### config.mk
export PLATFORM = sky130hd
export DESIGN_NAME = qsr_master
export DESIGN_NICKNAME = d
export VERILOG_FILES = /design/src/logic/qsr_pkg.sv /design/src/logic/qsr_master.sv
export VERILOG_INCLUDE_DIRS = /design/src /design/src/logic
export SDC_FILE = /design/constraint.sdc
export NUM_CORES = 1
export LEC_CHECK = 0
export ABC_CLOCK_PERIOD_IN_PS = 21300
export BUFFER_PORTS_ARGS = -buffer_cell sky130_fd_sc_hd__buf_2
export CAP_MARGIN = 5
export CORE_ASPECT_RATIO = 1.4
export CORE_MARGIN = 2
export CORE_UTILIZATION = 45
export DETAILED_ROUTE_END_ITERATION = 12
export GPL_ROUTABILITY_DRIVEN = 0
export PLACE_DENSITY = 0.59
export SLEW_MARGIN = 20
export SYNTH_ARGS = -nofsm -noshare
export SYNTH_HDL_FRONTEND = slang
export SYNTH_SLANG_ARGS = --single-unit
### constraint.sdc
create_clock -name ref_clk -period 21.3 [get_ports ref_clk]
set_input_delay 1.065 -clock ref_clk [delete_from_list [all_inputs] [get_ports ref_clk]]
set_output_delay 1.065 -clock ref_clk [all_outputs]
set_load 0.02 [all_outputs]
### src/logic/qsr_defines.svh
// named constants for the quad serial read master
`ifndef QSR_DEFINES_SVH
`define QSR_DEFINES_SVH
`define QSR_CMD_BITS 4'h8
`define QSR_CMD_TOP 3'h7
`define QSR_TAIL_PER 2'h2
`define QSR_LANE_ONE 2'h0
`define QSR_LANE_TWO 2'h1
`define QSR_LANE_FOUR 2'h2
`define QSR_PIN_THREE 2'h0
`define QSR_PIN_FOUR 2'h1
`define QSR_PIN_SIX 2'h2
`define QSR_WORD_MAX 7'h7f
`endif

### src/logic/qsr_pkg.sv
// types shared by the quad serial read master
package qsr_pkg;
  // transfer setup, latched when a read is taken
  typedef struct packed {
    logic [7:0] serial_clock_divide_ratio;
    logic [1:0] cs_to_clock_delay_count;
    logic [1:0] lane_mode;
    logic [1:0] pin_mode;
    logic [6:0] word_len_m1;
    logic [11:0] word_cnt_m1;
    logic word_ie;
    logic frame_ie;
  } qsr_cfg_t;
  // sequencer states, one-hot
  typedef enum logic [5:0] {
    ST_IDLE = 6'h01,
    ST_LEAD = 6'h02,
    ST_SETUP = 6'h04,
    ST_CMD = 6'h08,
    ST_DATA = 6'h10,
    ST_TAIL = 6'h20
  } qsr_state_t;
endpackage

### src/logic/qsr_master.sv
// quad serial read master: sequencer, divider, sampler, two-entry buffer
`timescale 1ns/1ps
`include "qsr_defines.svh"

// Contract
// RULE1 - always master, drives clock and select
// RULE2 - reads over one, two or four lanes
// RULE3 - word length one to 128 bits
// RULE4 - one to 4096 words per frame
// RULE5 - three, four or six pin wiring
// RULE6 - optional word or frame completion event
// RULE7 - zero to three periods select-to-data delay
// RULE8 - clock idles low, phase zero
// RULE9 - read data sampled on falling edge
// RULE10 - flash launches data on falling edge
// RULE11 - command line changes on falling edges only
// RULE12 - select active delay+1 periods before fall
// RULE13 - select released two periods after last fall
// RULE14 - command line driven one period before select
// RULE15 - first command change one period before fall
// RULE16 - divider duty even for zero or odd
// RULE17 - a read request fetches data unaided
// RULE18 - select held across all words of frame
module qsr_master (
  // clock and reset
  input wire logic ref_clk,
  input wire logic reset,
  // read request
  input wire logic req_valid,
  input wire logic [7:0] req_cmd,
  input wire qsr_pkg::qsr_cfg_t req_cfg,
  output logic req_ready_ff,
  // read data out
  output logic rd_valid_ff,
  output logic [127:0] rd_data_ff,
  input wire logic rd_ready,
  // completion events
  output logic word_evt_ff,
  output logic frame_evt_ff,
  // serial pins
  output logic sclk_ff,
  output logic cs_n_ff,
  output logic [3:0] d_out_ff,
  output logic [3:0] d_oe_ff,
  input wire logic [3:0] d_in
);
  // ----------------------------------------
  // helpers
  // ----------------------------------------
  // bits taken per falling edge
  function automatic logic [2:0] lanes(input logic [1:0] m);
    unique case (m)
      `QSR_LANE_TWO: lanes = 3'h2;
      `QSR_LANE_FOUR: lanes = 3'h4;
      default: lanes = 3'h1;
    endcase
  endfunction
  // serial period in ref clocks; zero divide still needs two cycles
  function automatic logic [8:0] per(input logic [7:0] dv);
    per = (dv == 8'h00) ? 9'h002 : {1'b0, dv} + 9'h001;
  endfunction

  qsr_pkg::qsr_cfg_t cfg_ff; // latched setup
  qsr_pkg::qsr_state_t st_ff; // sequencer state
  logic [8:0] cnt_ff; // position inside serial period
  logic [7:0] cmd_ff; // command shifter
  logic [3:0] cbit_ff; // command bits left
  logic [1:0] wait_ff; // setup or tail periods left
  logic [127:0] sh_ff; // incoming word
  logic [7:0] bc_ff; // bits taken in current word
  logic [11:0] wc_ff; // words done in frame
  logic [127:0] ent1_ff; // second buffer entry
  logic v1_ff;
  logic [8:0] p_len;
  logic [8:0] hi_len;
  logic stall;
  logic fall_en;
  logic rise_en;
  logic samp_en;
  logic [127:0] nxt_sh;
  logic word_end;
  logic last_word;
  logic push;
  logic pop;

  // ----------------------------------------
  // serial clock divider
  // ----------------------------------------
  // a nonzero even divide gives high = div/2 cycles, low one more
  assign p_len = per(cfg_ff.serial_clock_divide_ratio); // RULE16
  assign hi_len = p_len >> 1; // RULE16
  // a full buffer parks the clock low so no word is dropped
  assign stall = (st_ff == qsr_pkg::ST_DATA) && v1_ff && rd_valid_ff && (cnt_ff == 9'h000);
  assign fall_en = (st_ff != qsr_pkg::ST_IDLE) && !stall && (cnt_ff == p_len - 9'h001);
  assign rise_en = (st_ff != qsr_pkg::ST_IDLE) && !stall && (cnt_ff == p_len - hi_len - 9'h001);
  assign samp_en = fall_en && (st_ff == qsr_pkg::ST_DATA);

  // period counter runs only inside a frame
  always_ff @(posedge ref_clk or posedge reset) begin
    if (reset) begin
      cnt_ff <= '0;
    end else if (st_ff == qsr_pkg::ST_IDLE || fall_en) begin
      cnt_ff <= '0;
    end else if (!stall) begin
      cnt_ff <= cnt_ff + 9'h001;
    end
  end

  // clock pulses only while shifting; low at every period edge
  always_ff @(posedge ref_clk or posedge reset) begin
    if (reset) begin
      sclk_ff <= 1'b0;
    end else if (fall_en) begin
      sclk_ff <= 1'b0; // RULE8
    end else if (rise_en && (st_ff == qsr_pkg::ST_CMD || st_ff == qsr_pkg::ST_DATA)) begin
      sclk_ff <= 1'b1;
    end
  end

  // ----------------------------------------
  // sequencer
  // ----------------------------------------
  // leaving idle follows the request; every other move happens on a falling edge, so pins stay phase aligned
  always_ff @(posedge ref_clk or posedge reset) begin
    if (reset) begin
      st_ff <= qsr_pkg::ST_IDLE;
      cfg_ff <= '0;
      wait_ff <= '0;
    end else begin
      unique case (st_ff)
        qsr_pkg::ST_IDLE: begin
          // the port only ever starts frames itself
          if (req_valid) begin // RULE1 RULE17
            cfg_ff <= req_cfg;
            st_ff <= qsr_pkg::ST_LEAD;
          end
        end
        qsr_pkg::ST_LEAD: begin
          if (fall_en) begin
            wait_ff <= cfg_ff.cs_to_clock_delay_count;
            // zero delay goes straight to the first clock period
            st_ff <= (cfg_ff.cs_to_clock_delay_count == 2'h0) ? qsr_pkg::ST_CMD : qsr_pkg::ST_SETUP; // RULE7
          end
        end
        qsr_pkg::ST_SETUP: begin
          if (fall_en) begin
            wait_ff <= wait_ff - 2'h1;
            if (wait_ff == 2'h1) begin // RULE12
              st_ff <= qsr_pkg::ST_CMD;
            end
          end
        end
        qsr_pkg::ST_CMD: begin
          if (fall_en && cbit_ff == 4'h1) begin
            st_ff <= qsr_pkg::ST_DATA;
          end
        end
        qsr_pkg::ST_DATA: begin
          if (word_end && last_word) begin
            wait_ff <= `QSR_TAIL_PER; // RULE13
            st_ff <= qsr_pkg::ST_TAIL;
          end
        end
        qsr_pkg::ST_TAIL: begin
          if (fall_en) begin
            wait_ff <= wait_ff - 2'h1;
            if (wait_ff == 2'h1) begin
              st_ff <= qsr_pkg::ST_IDLE;
            end
          end
        end
      endcase
    end
  end

  // ready only between frames
  always_ff @(posedge ref_clk or posedge reset) begin
    if (reset) begin
      req_ready_ff <= 1'b0;
    end else begin
      req_ready_ff <= (st_ff == qsr_pkg::ST_IDLE) && !req_valid;
    end
  end

  // ----------------------------------------
  // select and command line
  // ----------------------------------------
  // select falls at end of lead, rises at end of tail
  always_ff @(posedge ref_clk or posedge reset) begin
    if (reset) begin
      cs_n_ff <= 1'b1;
    end else if (fall_en && st_ff == qsr_pkg::ST_LEAD) begin
      cs_n_ff <= 1'b0; // RULE12
    end else if (fall_en && st_ff == qsr_pkg::ST_TAIL && wait_ff == 2'h1) begin
      cs_n_ff <= 1'b1; // RULE13 RULE18
    end
  end

  // command shifts msb first; first bit appears one period before first fall
  always_ff @(posedge ref_clk or posedge reset) begin
    if (reset) begin
      cmd_ff <= '0;
      cbit_ff <= '0;
      d_out_ff <= '0;
    end else if (st_ff == qsr_pkg::ST_IDLE && req_valid) begin
      cmd_ff <= req_cmd;
      cbit_ff <= `QSR_CMD_BITS;
      d_out_ff <= '0;
    end else if (fall_en) begin
      if ((st_ff == qsr_pkg::ST_LEAD && cfg_ff.cs_to_clock_delay_count == 2'h0) ||
          (st_ff == qsr_pkg::ST_SETUP && wait_ff == 2'h1)) begin
        d_out_ff[0] <= cmd_ff[`QSR_CMD_TOP]; // RULE15
        cmd_ff <= {cmd_ff[6:0], 1'b0};
      end else if (st_ff == qsr_pkg::ST_CMD) begin
        // later bits change only at falling edges
        d_out_ff[0] <= (cbit_ff == 4'h1) ? 1'b0 : cmd_ff[`QSR_CMD_TOP]; // RULE11
        cmd_ff <= {cmd_ff[6:0], 1'b0};
        cbit_ff <= cbit_ff - 4'h1;
      end
    end
  end

  // d0 driven from lead on; released when it becomes a read lane
  always_ff @(posedge ref_clk or posedge reset) begin
    if (reset) begin
      d_oe_ff <= '0;
    end else if (st_ff == qsr_pkg::ST_IDLE) begin
      d_oe_ff <= {3'h0, req_valid}; // RULE14
    end else if (fall_en && st_ff == qsr_pkg::ST_CMD && cbit_ff == 4'h1) begin
      // upper lanes are never driven: read-only port
      d_oe_ff <= {3'h0, cfg_ff.lane_mode == `QSR_LANE_ONE && cfg_ff.pin_mode != `QSR_PIN_THREE}; // RULE5
    end else if (fall_en && st_ff == qsr_pkg::ST_TAIL && wait_ff == 2'h1) begin
      d_oe_ff <= '0;
    end
  end

  // ----------------------------------------
  // read sampler
  // ----------------------------------------
  // single lane reads d1, or d0 when wired as three pins
  always_comb begin
    nxt_sh = sh_ff;
    unique case (cfg_ff.lane_mode)
      `QSR_LANE_TWO: nxt_sh = {sh_ff[125:0], d_in[1:0]};
      `QSR_LANE_FOUR: nxt_sh = {sh_ff[123:0], d_in[3:0]};
      default: nxt_sh = {sh_ff[126:0], (cfg_ff.pin_mode == `QSR_PIN_THREE) ? d_in[0] : d_in[1]};
    endcase
  end

  // a word ends once its programmed length is reached
  assign word_end = samp_en && ({1'b0, bc_ff} + {5'h00, lanes(cfg_ff.lane_mode)} > {2'h0, cfg_ff.word_len_m1}); // RULE3
  assign last_word = (wc_ff == cfg_ff.word_cnt_m1); // RULE4

  // sample only at falling edges; the flash moved its data at the one before
  always_ff @(posedge ref_clk or posedge reset) begin
    if (reset) begin
      sh_ff <= '0;
    end else if (samp_en) begin
      sh_ff <= nxt_sh; // RULE9 RULE10 RULE2
    end
  end

  // bit and word counters
  always_ff @(posedge ref_clk or posedge reset) begin
    if (reset) begin
      bc_ff <= '0;
      wc_ff <= '0;
    end else if (st_ff == qsr_pkg::ST_IDLE) begin
      bc_ff <= '0;
      wc_ff <= '0;
    end else if (word_end) begin
      bc_ff <= '0;
      wc_ff <= wc_ff + 12'h001; // RULE18
    end else if (samp_en) begin
      bc_ff <= bc_ff + {5'h00, lanes(cfg_ff.lane_mode)};
    end
  end

  // completion events, one cycle each, when enabled
  always_ff @(posedge ref_clk or posedge reset) begin
    if (reset) begin
      word_evt_ff <= 1'b0;
      frame_evt_ff <= 1'b0;
    end else begin
      word_evt_ff <= word_end && cfg_ff.word_ie; // RULE6
      frame_evt_ff <= word_end && last_word && cfg_ff.frame_ie; // RULE6
    end
  end

  // ----------------------------------------
  // two-entry buffer
  // ----------------------------------------
  // head entry is the output; stall keeps push from meeting a full pair
  assign push = word_end;
  assign pop = rd_valid_ff && rd_ready;

  always_ff @(posedge ref_clk or posedge reset) begin
    if (reset) begin
      rd_valid_ff <= 1'b0;
      rd_data_ff <= '0;
      v1_ff <= 1'b0;
      ent1_ff <= '0;
    end else begin
      if (!rd_valid_ff || pop) begin
        // head refills from second entry first, then from the sampler
        rd_valid_ff <= v1_ff || push;
        rd_data_ff <= v1_ff ? ent1_ff : nxt_sh;
        v1_ff <= v1_ff && push;
        ent1_ff <= nxt_sh;
      end else if (push) begin
        v1_ff <= 1'b1;
        ent1_ff <= nxt_sh;
      end
    end
  end

  // ----------------------------------------
  // checks
  // ----------------------------------------
  property p_idle_quiet;
    @(posedge ref_clk) disable iff (reset)
      st_ff == qsr_pkg::ST_IDLE |-> cs_n_ff && !sclk_ff && d_oe_ff == 4'h0;
  endproperty
  a_idle_quiet: assert property (p_idle_quiet) else $error("pins active while idle"); // RULE1

  property p_clk_low;
    @(posedge ref_clk) disable iff (reset)
      (st_ff == qsr_pkg::ST_LEAD || st_ff == qsr_pkg::ST_SETUP || st_ff == qsr_pkg::ST_TAIL) |-> !sclk_ff;
  endproperty
  a_clk_low: assert property (p_clk_low) else $error("clock high outside shifting"); // RULE8

  property p_cmd_fall;
    @(posedge ref_clk) disable iff (reset)
      ($past(st_ff) == qsr_pkg::ST_CMD) && $changed(d_out_ff[0]) |-> $fell(sclk_ff);
  endproperty
  a_cmd_fall: assert property (p_cmd_fall) else $error("command moved off falling edge"); // RULE11

  property p_samp_fall;
    @(posedge ref_clk) disable iff (reset)
      $changed(sh_ff) |-> $fell(sclk_ff);
  endproperty
  a_samp_fall: assert property (p_samp_fall) else $error("sample off falling edge"); // RULE9

  property p_lead_oe;
    @(posedge ref_clk) disable iff (reset)
      $fell(cs_n_ff) |-> $past(d_oe_ff[0], 2);
  endproperty
  a_lead_oe: assert property (p_lead_oe) else $error("d0 not driven before select"); // RULE14

  property p_hold_cs;
    @(posedge ref_clk) disable iff (reset)
      (st_ff == qsr_pkg::ST_CMD || st_ff == qsr_pkg::ST_DATA) |-> !cs_n_ff;
  endproperty
  a_hold_cs: assert property (p_hold_cs) else $error("select dropped mid frame"); // RULE18

  property p_tail_end;
    @(posedge ref_clk) disable iff (reset)
      fall_en && st_ff == qsr_pkg::ST_TAIL && wait_ff == 2'h1 |=> cs_n_ff && st_ff == qsr_pkg::ST_IDLE;
  endproperty
  a_tail_end: assert property (p_tail_end) else $error("select not released after tail"); // RULE13

  property p_upper_in;
    @(posedge ref_clk) disable iff (reset)
      d_oe_ff[3:1] == 3'h0;
  endproperty
  a_upper_in: assert property (p_upper_in) else $error("upper lane driven"); // RULE5

  property p_evt;
    @(posedge ref_clk) disable iff (reset)
      frame_evt_ff |-> $past(word_end) && cfg_ff.frame_ie ##1 st_ff == qsr_pkg::ST_TAIL;
  endproperty
  a_evt: assert property (p_evt) else $error("frame event without frame end"); // RULE6

  c_frame: cover property (@(posedge ref_clk) disable iff (reset) $rose(cs_n_ff));
  c_stall: cover property (@(posedge ref_clk) disable iff (reset) stall);
  c_quad: cover property (@(posedge ref_clk) disable iff (reset) samp_en && cfg_ff.lane_mode == `QSR_LANE_FOUR);
endmodule

==> metrics.md, run 1 <==
| Metric | Value |
|---|---|
| Num Clock Sinks | `476` |
| Seq pwr share | `49.5%` |
| Grt total ovfl | `0` |
| P_leak | `11.6 nW` |
| Arrival time at the worst endpoint | `between 6 and 7 ns` |
| CTS resizes | `0` |
| Post-Route WL | `54800 um` |
| Tot GR Track Use | `20.6%` |
| CP Launch Point | `cfg_ff[23]` |
| Core area | `0.0509 mm2` |
| Switch Pwr | `0.413 mW` |
| Hold wc startpoint | `cfg_ff[1]` |
| Max incr delay on CP | `0.66 ns` |
| Syn Inst Count | `2617` |
| Yosys reg bits | `476` |
| Count of buffers from port buffering | `186` |
| H-tree levels | `2` |
| FFs w/ async S/R, synth | `100%` |
| Setup Viol. Count Final | `0` |
| Switching portion of total power | `22.2%` |
| DRC violations left | `0` |
| Vias in the first global route | `17700` |
| Seq/Total Area, Yosys | `roughly half` |
| Cell area after synthesis | `0.0231 mm2` |
| Setup crit start kind | `flip-flop` |
| DR iter-0 viols | `between 1000 and 1500` |
| Fin worst setup slack | `15.18 ns` |
| Share of cells above drive strength 1 | `11.2%` |
| Worst-Skew Late Latency | `0.57 ns` |
| Die X | `195 um` |
| Post-synth EDFFs | `0` |
| Area Overhead vs Synth | `11.2%` |
| Worst slew pin tran | `1.06 ns` |
| Maximum buffer depth of the clock tree | `3` |
| Clock root buffer | `clkbuf_16` |
| R2R depth | `17` |
| Crit path max fanout | `139` |
| Per-cell routed wire length | `16.4 um` |
| Crit-path most repeated cell | `ha_1` |
| Critical-path cell list | `inv_1 > ha_1 > clkinv_4 > ha_1 > fa_1 > a21oi_1 > nor3b_1 > xor2_1 > ha_1 > a211o_1 > a211oi_1 > o21ai_0 > nand4_4 > and2_4 > buf_4 > buf_12 > o22ai_1` |
| Initial antenna violation count | `0` |
| Pwr dens | `between 70 and 80 mW/mm2` |
| Drt first pass iters | `6` |
| Placed cells | `3260` |
| Setup tns final | `0 ns` |
| Via count | `18500` |
| Vias per cell | `about 5.5` |
| Ys flop type | `dfrtp_1` |
| Ys Warns | `0` |
| First-pass GRT wire length | `91500 um` |
| Initial core utilization | `45.3%` |
| Clock network power share | `46.9%` |
| Slew Viols, Final | `0` |
| Nets | `2752` |
| Post-DP HPWL | `roughly 35000 um` |
| Largest net degree at the start of global routing | `262` |
| Slew headroom | `29.1%` |
| Die Span Y | `about 270 um` |
| Die ar. | `about 0.053 mm2` |
| Final cell count without fillers | `3344` |
| Worst r2r dst | `ent1_ff[88]` |
| I/O pin count | `193` |
| Antenna-violating nets left | `0` |
| Status | `completed` |
| Unrepaired setup endpoints after global routing | `no` |
| Internal | `1.45 mW` |
| CTS tree | `built` |
| Dpl ws | `14.91 ns` |
| Reg-to-Reg Start | `cfg_ff[23]` |
| Hold WC Path Type | `reg -> reg` |
| Req. time, crit path | `21.70 ns` |
| Final min period | `6.12 ns` |
| CTS Hold Bufs | `0` |
| Antenna Cells | `0` |
| Setup bufs post-CTS | `0` |
| Fin util | `~50%` |
| Hold WS | `between 0.4 and 0.5 ns` |
| Combinational Power Share | `3.5%` |
| Critical Path End Type | `flip-flop` |
| Library cells used by synthesis | `68` |
| Slowest cell on the critical path | `buf_4` |
| Flop2flop setup slack | `15.18 ns` |
| WS Path Type | `reg -> reg` |
| Peak supply drop | `0.0660 mV` |
| Fmax | `around 160 MHz` |
| CTS buffer count | `47` |
| Core Rows | `98` |
| MaxCap Viol Count | `0` |
| Worst setup path end | `ent1_ff[88]` |
| Layout Skew | `0.0167 ns` |
| Reg clk slew, reported paths | `0.07 ns` |
| Avg Inst Size Synth | `8.81 um2` |
| Hold Fails Final Rpt | `0` |
| Period utilization | `around 29%` |
==> final cells by class <==
cell class | count | area [um2]
multi-input cells | 1896 | 10000
well taps | 650 | 813
clock inverters | 19 | 245
flip-flops and latches | 476 | 11900
repair buffers | 203 | 1120
fillers | 4819 | 25200
clock buffers | 64 | 1370
inverters | 36 | 148
==> placed cells by master (no fill, tap or decap), types with 4 or more instances in the layout <==
cell and count:
a21oi_1 276, a22oi_1 126, a31oi_1 6, and2_1 7, and3_1 10, buf_12 4, buf_2 186, buf_4 10
bufinv_16 5, clkbuf_1 6, clkbuf_16 49, clkbuf_8 9, clkinv_2 10, conb_1 6, dfrtp_1 473, ha_1 37
inv_1 34, mux2_2 4, mux2i_1 17, nand2_1 511, nand3_1 17, nand3b_1 6, nand4_1 16, nor2_1 285
nor3_1 13, nor4_1 10, o21ai_0 232, o21ai_1 50, o21bai_1 4, o22ai_1 132, o2bb2ai_1 5, or4_1 5
xnor2_1 39, xor2_1 21
==> power by group through the flow <==
stage	combinational [mW]	clock [mW]	sequential (mW)
finish	0.0657	0.874	0.922
global route	0.0753	0.937	0.922
CTS	0.0662	0.901	0.921
detailed placement	0.0660	0	0.938
global placement	0.0645	0	0.937
floorplan	0.0454	0	0.938
==> stage by stage <==
stage / total power, mW / instance area (um2)
finish: 1.86 / 25600
global route: 1.93 / 25600
CTS: 1.89 / 25600
detailed placement: 1.00 / 24000
global placement: 1.00 / 24000
floorplan: 0.984 / 23100
==> per-layer routing <==
metal  routed length [um]  vias to the layer above  global-route usage, %
li1                     -                     9158                      -
met1                25200                     8878                   28.8
met2                26100                      414                   34.1
met3                 2540                       72                   3.03
met4                  990                        0                   5.06
met5                    0                        -                      0
==> cells by family after synthesis <==
group                    Yosys count  share of synthesized area [%]
AND/OR/NAND/NOR                  906                           16.1
AO/OA/AOI/OAI                    855                           21.2
flip-flops                       476                           51.7
buffers and inverters            250                           5.13
XOR/XNOR                          63                           2.57
adder cells (fa/ha/maj)           42                           2.33
multiplexers                      24                           1.08
other                              1                         0.0163
==> worst min-delay path by stage <==
stage	endpoint	cells after the start
floorplan	cfg_ff[1]	2
global placement	cfg_ff[1]	2
detailed placement	cfg_ff[1]	2
CTS	cfg_ff[1]	2
global route	cfg_ff[1]	2
finish	cfg_ff[1]	2
==> cell usage after synthesis, types with 5 or more instances <==
master	n	area [um2]
nand3b_1	6	45.0
buf_1	38	143
xor2_1	21	184
o22ai_1	132	826
clkbuf_1	122	458
mux2i_1	17	170
nor4_1	10	62.6
clkbuf_2	7	35.0
buf_6	25	282
nor3_1	13	65.1
buf_2	14	70.1
a22oi_1	126	946
o21ai_0	232	1160
nand3_1	17	85.1
or4_1	5	37.5
and2_1	8	50.1
xnor2_1	39	342
ha_1	39	488
buf_4	8	60.1
a21oi_1	276	1380
and3_1	10	62.6
inv_1	36	135
dfrtp_1	474	11900
nor2_1	285	1070
nand4_1	16	100
nand2_1	511	1920
o21ai_1	50	250
a31oi_1	6	37.5
o2bb2ai_1	5	43.8
==> flip-flops by register name, summed over array words and instances (netlist names) <==
register	flops
bc_ff	8
cbit_ff	4
cfg_ff	35
cmd_ff	8
cnt_ff	9
cs_n_ff	1
d_oe_ff	1
d_out_ff	1
ent1_ff	128
frame_evt_ff	1
rd_data_ff	128
rd_valid_ff	1
req_ready_ff	1
sclk_ff	1
sh_ff	127
st_ff	6
v1_ff	1
wait_ff	2
wc_ff	12
word_evt_ff	1
==> worst max-delay path, delay by kind of cell (launching register included) <==
| family | cells | cell delay (ns) |
|---|---|---|
| simple gates | 3 | 0.76 |
| xor+xnor | 1 | 0.24 |
| compound gates | 5 | 1.18 |
| fa+ha+maj | 4 | 1.66 |
| flops | 1 | 0.42 |
| buf+inv | 4 | 1.68 |
Note: power is estimated with default switching activity, not from simulation.
==> run 2: changes to the inputs <==
Settings changed: ABC_AREA set to 1, ABC_CLOCK_PERIOD_IN_PS 21300 to 5600, PLACE_DENSITY 0.59 to 0.61.
Clock period 21.3 ns to 5.6 ns, I/O delays scaled along.
==> metrics.md, run 2 <==
| Metric | Value |
|---|---|
| Most frequent cells in the layout | `nand2_1 (977), dfrtp_1 (473), o21ai_0 (295), a21oi_1 (278), inv_1 (220)` |
| Reg clk slew, reported paths | `0.06 ns (about the same)` |
| Drt first pass iters | `7 (+1)` |
| I/O pin count | `193 (unchanged)` |
| Crit path max fanout | `55 (-60%)` |
| Avg Inst Size Synth | `7.86 um2 (-11%)` |
| Fmax | `216 MHz (+33%)` |
| WS Path Type | `reg -> reg` |
| DR iter-0 viols | `1231 (-3.6%)` |
| Regs by FF count | `ent1_ff x128, rd_data_ff x128, sh_ff x127` |
| Worst hold stages | `3 (+1)` |
| Vias in the first global route | `19800 (+12%)` |
| Yosys reg bits | `476 (unchanged)` |
| Worst slew pin tran | `1.04 ns (-0.0279 ns)` |
| Post-Route WL | `61100 um (+11%)` |
| Fin worst setup slack | `0.979 ns (-14.20 ns)` |
| Unrepaired setup endpoints after global routing | `no` |
| CTS Hold Bufs | `45 (+45)` |
| Crit-path most repeated cell | `nand2_1` |
| Arrival time at the worst endpoint | `5.14 ns (-1.38 ns)` |
| Syn Inst Count | `2994 (+14%)` |
| Layout Skew | `0.0145 ns (-0.00215 ns)` |
| Ys Warns | `0 (unchanged)` |
| Fill cell count | `4885 (+1.4%)` |
| Ys flop type | `dfrtp_1` |
| Worst path bufs/invs | `5 (+1)` |
| CP Launch Point | `cfg_ff[23]` |
| Core area | `0.0519 mm2 (+2.0%)` |
| Yosys top cell by area | `dfrtp_1` |
| Status | `completed` |
| Hold WC Path Type | `in -> reg` |
| Req. time, crit path | `6.12 ns (-15.58 ns)` |
| Vias per cell | `5.30 (-4.4%)` |
| Worst-Skew Late Latency | `0.59 ns (+0.02 ns)` |
| Setup Viol. Count Final | `0 (unchanged)` |
| Clock root buffer | `clkbuf_16` |
| Cell area after synthesis | `0.0235 mm2 (+2.1%)` |
| Flop2flop setup slack | `0.98 ns (-14.20 ns)` |
| Library cells used by synthesis | `49 (-28%)` |
| Antenna-violating nets left | `0 (unchanged)` |
| Seq/Total Area, Yosys | `50.6% (-1.1 points)` |
| Die X | `197 um (+1.0%)` |
| Synth cell count leaders | `nand2_1 (977), dfrtp_1 (474), o21ai_0 (295), a21oi_1 (278), inv_1 (223)` |
| Via count | `20200 (+9.0%)` |
| CTS tree | `built` |
| Initial antenna violation count | `0 (unchanged)` |
| Share of cells above drive strength 1 | `10.4% (-0.85 points)` |
| Peak supply drop | `0.253 mV (+280%)` |
| DRC violations left | `0 (unchanged)` |
| Post-synth EDFFs | `0 (unchanged)` |
| Grt total ovfl | `0 (unchanged)` |
| Critical Path End Type | `flip-flop` |
| Setup bufs post-CTS | `0 (unchanged)` |
| MaxCap Viol Count | `0 (unchanged)` |
| P_leak | `13.4 nW (+16%)` |
| Setup crit start kind | `flip-flop` |
| Leading cell type in the layout, fill and taps excluded | `nand2_1` |
| Antenna Cells | `0 (unchanged)` |
| Count of buffers from port buffering | `186 (unchanged)` |
| Most frequent cell after synthesis | `nand2_1` |
| Reg-to-Reg Start | `cfg_ff[23]` |
| Hold wc startpoint | `d_in[0]` |
| CTS resizes | `0 (unchanged)` |
| Max incr delay on CP | `0.63 ns (-0.03 ns)` |
| Die ar. | `0.0542 mm2 (+2.0%)` |
| Period utilization | `82.5% (+54 points)` |
| Crit-path leading delay family | `buffers and inverters` |
| Hold WS | `0.146 ns (-0.317 ns)` |
| Area Overhead vs Synth | `14.2%` |
| Die Span Y | `275 um (+1.0%)` |
| Hold Fails Final Rpt | `0 (unchanged)` |
| Largest net degree at the start of global routing | `260 (-0.76%)` |
| Slew headroom | `31.0% (+1.9 points)` |
| Pwr dens | `264 mW/mm2 (+260%)` |
| Post-DP HPWL | `39200 um (+13%)` |
| Critical-path cell list | `inv_1 > ha_4 > inv_1 > ha_1 > fa_1 > nand2_1 > a21oi_1 > nand2_1 > nor2_1 > xor2_1 > inv_1 > ha_1 > nand2_1 > o31ai_1 > o211ai_1 > nand2_4 > nand2_4 > inv_4 > buf_4 > nand2_1 > nand2_1` |
| R2R depth | `21 (+4)` |
| Num Clock Sinks | `476 (unchanged)` |
| First-pass GRT wire length | `100000 um (+9.6%)` |
| Tot GR Track Use | `22.6% (+2.0 points)` |
| Core Rows | `99 (+1.0%)` |
| FFs w/ async S/R, synth | `100% (unchanged)` |
| Area share of the largest cell type after synthesis | `50.4% (-1.0 points)` |
| Top cells by area, synth | `dfrtp_1 (50%), nand2_1 (16%), o21ai_0 (6.3%), a21oi_1 (5.9%), inv_1 (3.6%)` |
| Nets | `3208 (+17%)` |
| Initial core utilization | `45.4% (about the same)` |
| Dpl ws | `0.989 ns (-13.92 ns)` |
| Area of the multi-input gates | `0.00988 mm2 (-1.5%)` |
| CTS buffer count | `48 (+2.1%)` |
| Slew Viols, Final | `0 (unchanged)` |
| H-tree levels | `2 (unchanged)` |
| Maximum buffer depth of the clock tree | `3 (unchanged)` |
| Crit path depth | `21 (+4)` |
| Final min period | `4.62 ns (-1.50 ns)` |
| Slowest cell on the critical path | `inv_4` |
| Register Area | `0.0119 mm2 (unchanged)` |
| Per-cell routed wire length | `16.0 um (-2.3%)` |
-- run 2: where the power goes --
group | internal (mW) | leakage, nW | total [mW] | switching, mW
Combinational | 0.0384 | 6.13 | 0.123 | 0.0843
Sequential | 3.44 | 6.44 | 3.44 | 0.000443
Clock | 2.11 | 0.846 | 3.52 | 1.41
-- run 2: metrics by stage --
stage | cells | total power [mW] | utilization [%] | TNS [ns] | instance area, um2
global placement | 3676 | 3.61 | 47.5 | 0 | 24700
detailed placement | 3676 | 3.61 | 47.5 | 0 | 24700
finish | 3812 | 7.08 | 51.8 | 0 | 26900
floorplan | 2999 | 3.57 | - | -534.27 | 23600
CTS | 3811 | 7.17 | 51.7 | 0 | 26800
global route | 3812 | 7.30 | 51.8 | 0 | 26900
-- run 2: worst paths after layout --
path	endpoint
worst min register to register	ent1_ff[108]
max in group asynchronous	ent1_ff[32]
min in group asynchronous	rd_data_ff[97]
worst min-delay path	ent1_ff[0]
worst max-delay path	ent1_ff[36]
worst max register to register	ent1_ff[36]
-- run 2: metal layers --
metal  GRT usage (%)  routed length [um]  vias up
met1            28.0               25700     9793
li1                -                   -     9946
met4            7.08                1410        0
met5               0                   0        -
met3            3.30                2600       89
met2            40.6               31400      365
-- run 2: logic make-up after synthesis --
| logic type | synth area share [%] |
|---|---|
| buffers and inverters | 7.61 |
| flip-flops | 50.6 |
| AO/OA/AOI/OAI | 16.6 |
| adder cells (fa/ha/maj) | 2.24 |
| XOR/XNOR | 1.56 |
| AND/OR/NAND/NOR | 21.4 |
| other | 0.0159 |
-- run 2: tightest hold or removal path, stage by stage --
cell and delay [ns]:
buf_2 0.12, a31oi_1 0.12, o21ai_0 0.17
-- run 2: area by class of cell --
cell class                      count  area share [%]
Sequential cell                   476            44.3
Multi-Input combinational cell   2098            36.8
Clock buffer                       70            5.23
Tap cell                          656            3.05
Clock inverter                     20            1.15
Timing Repair Buffer              255            6.07
Inverter                          237            3.38
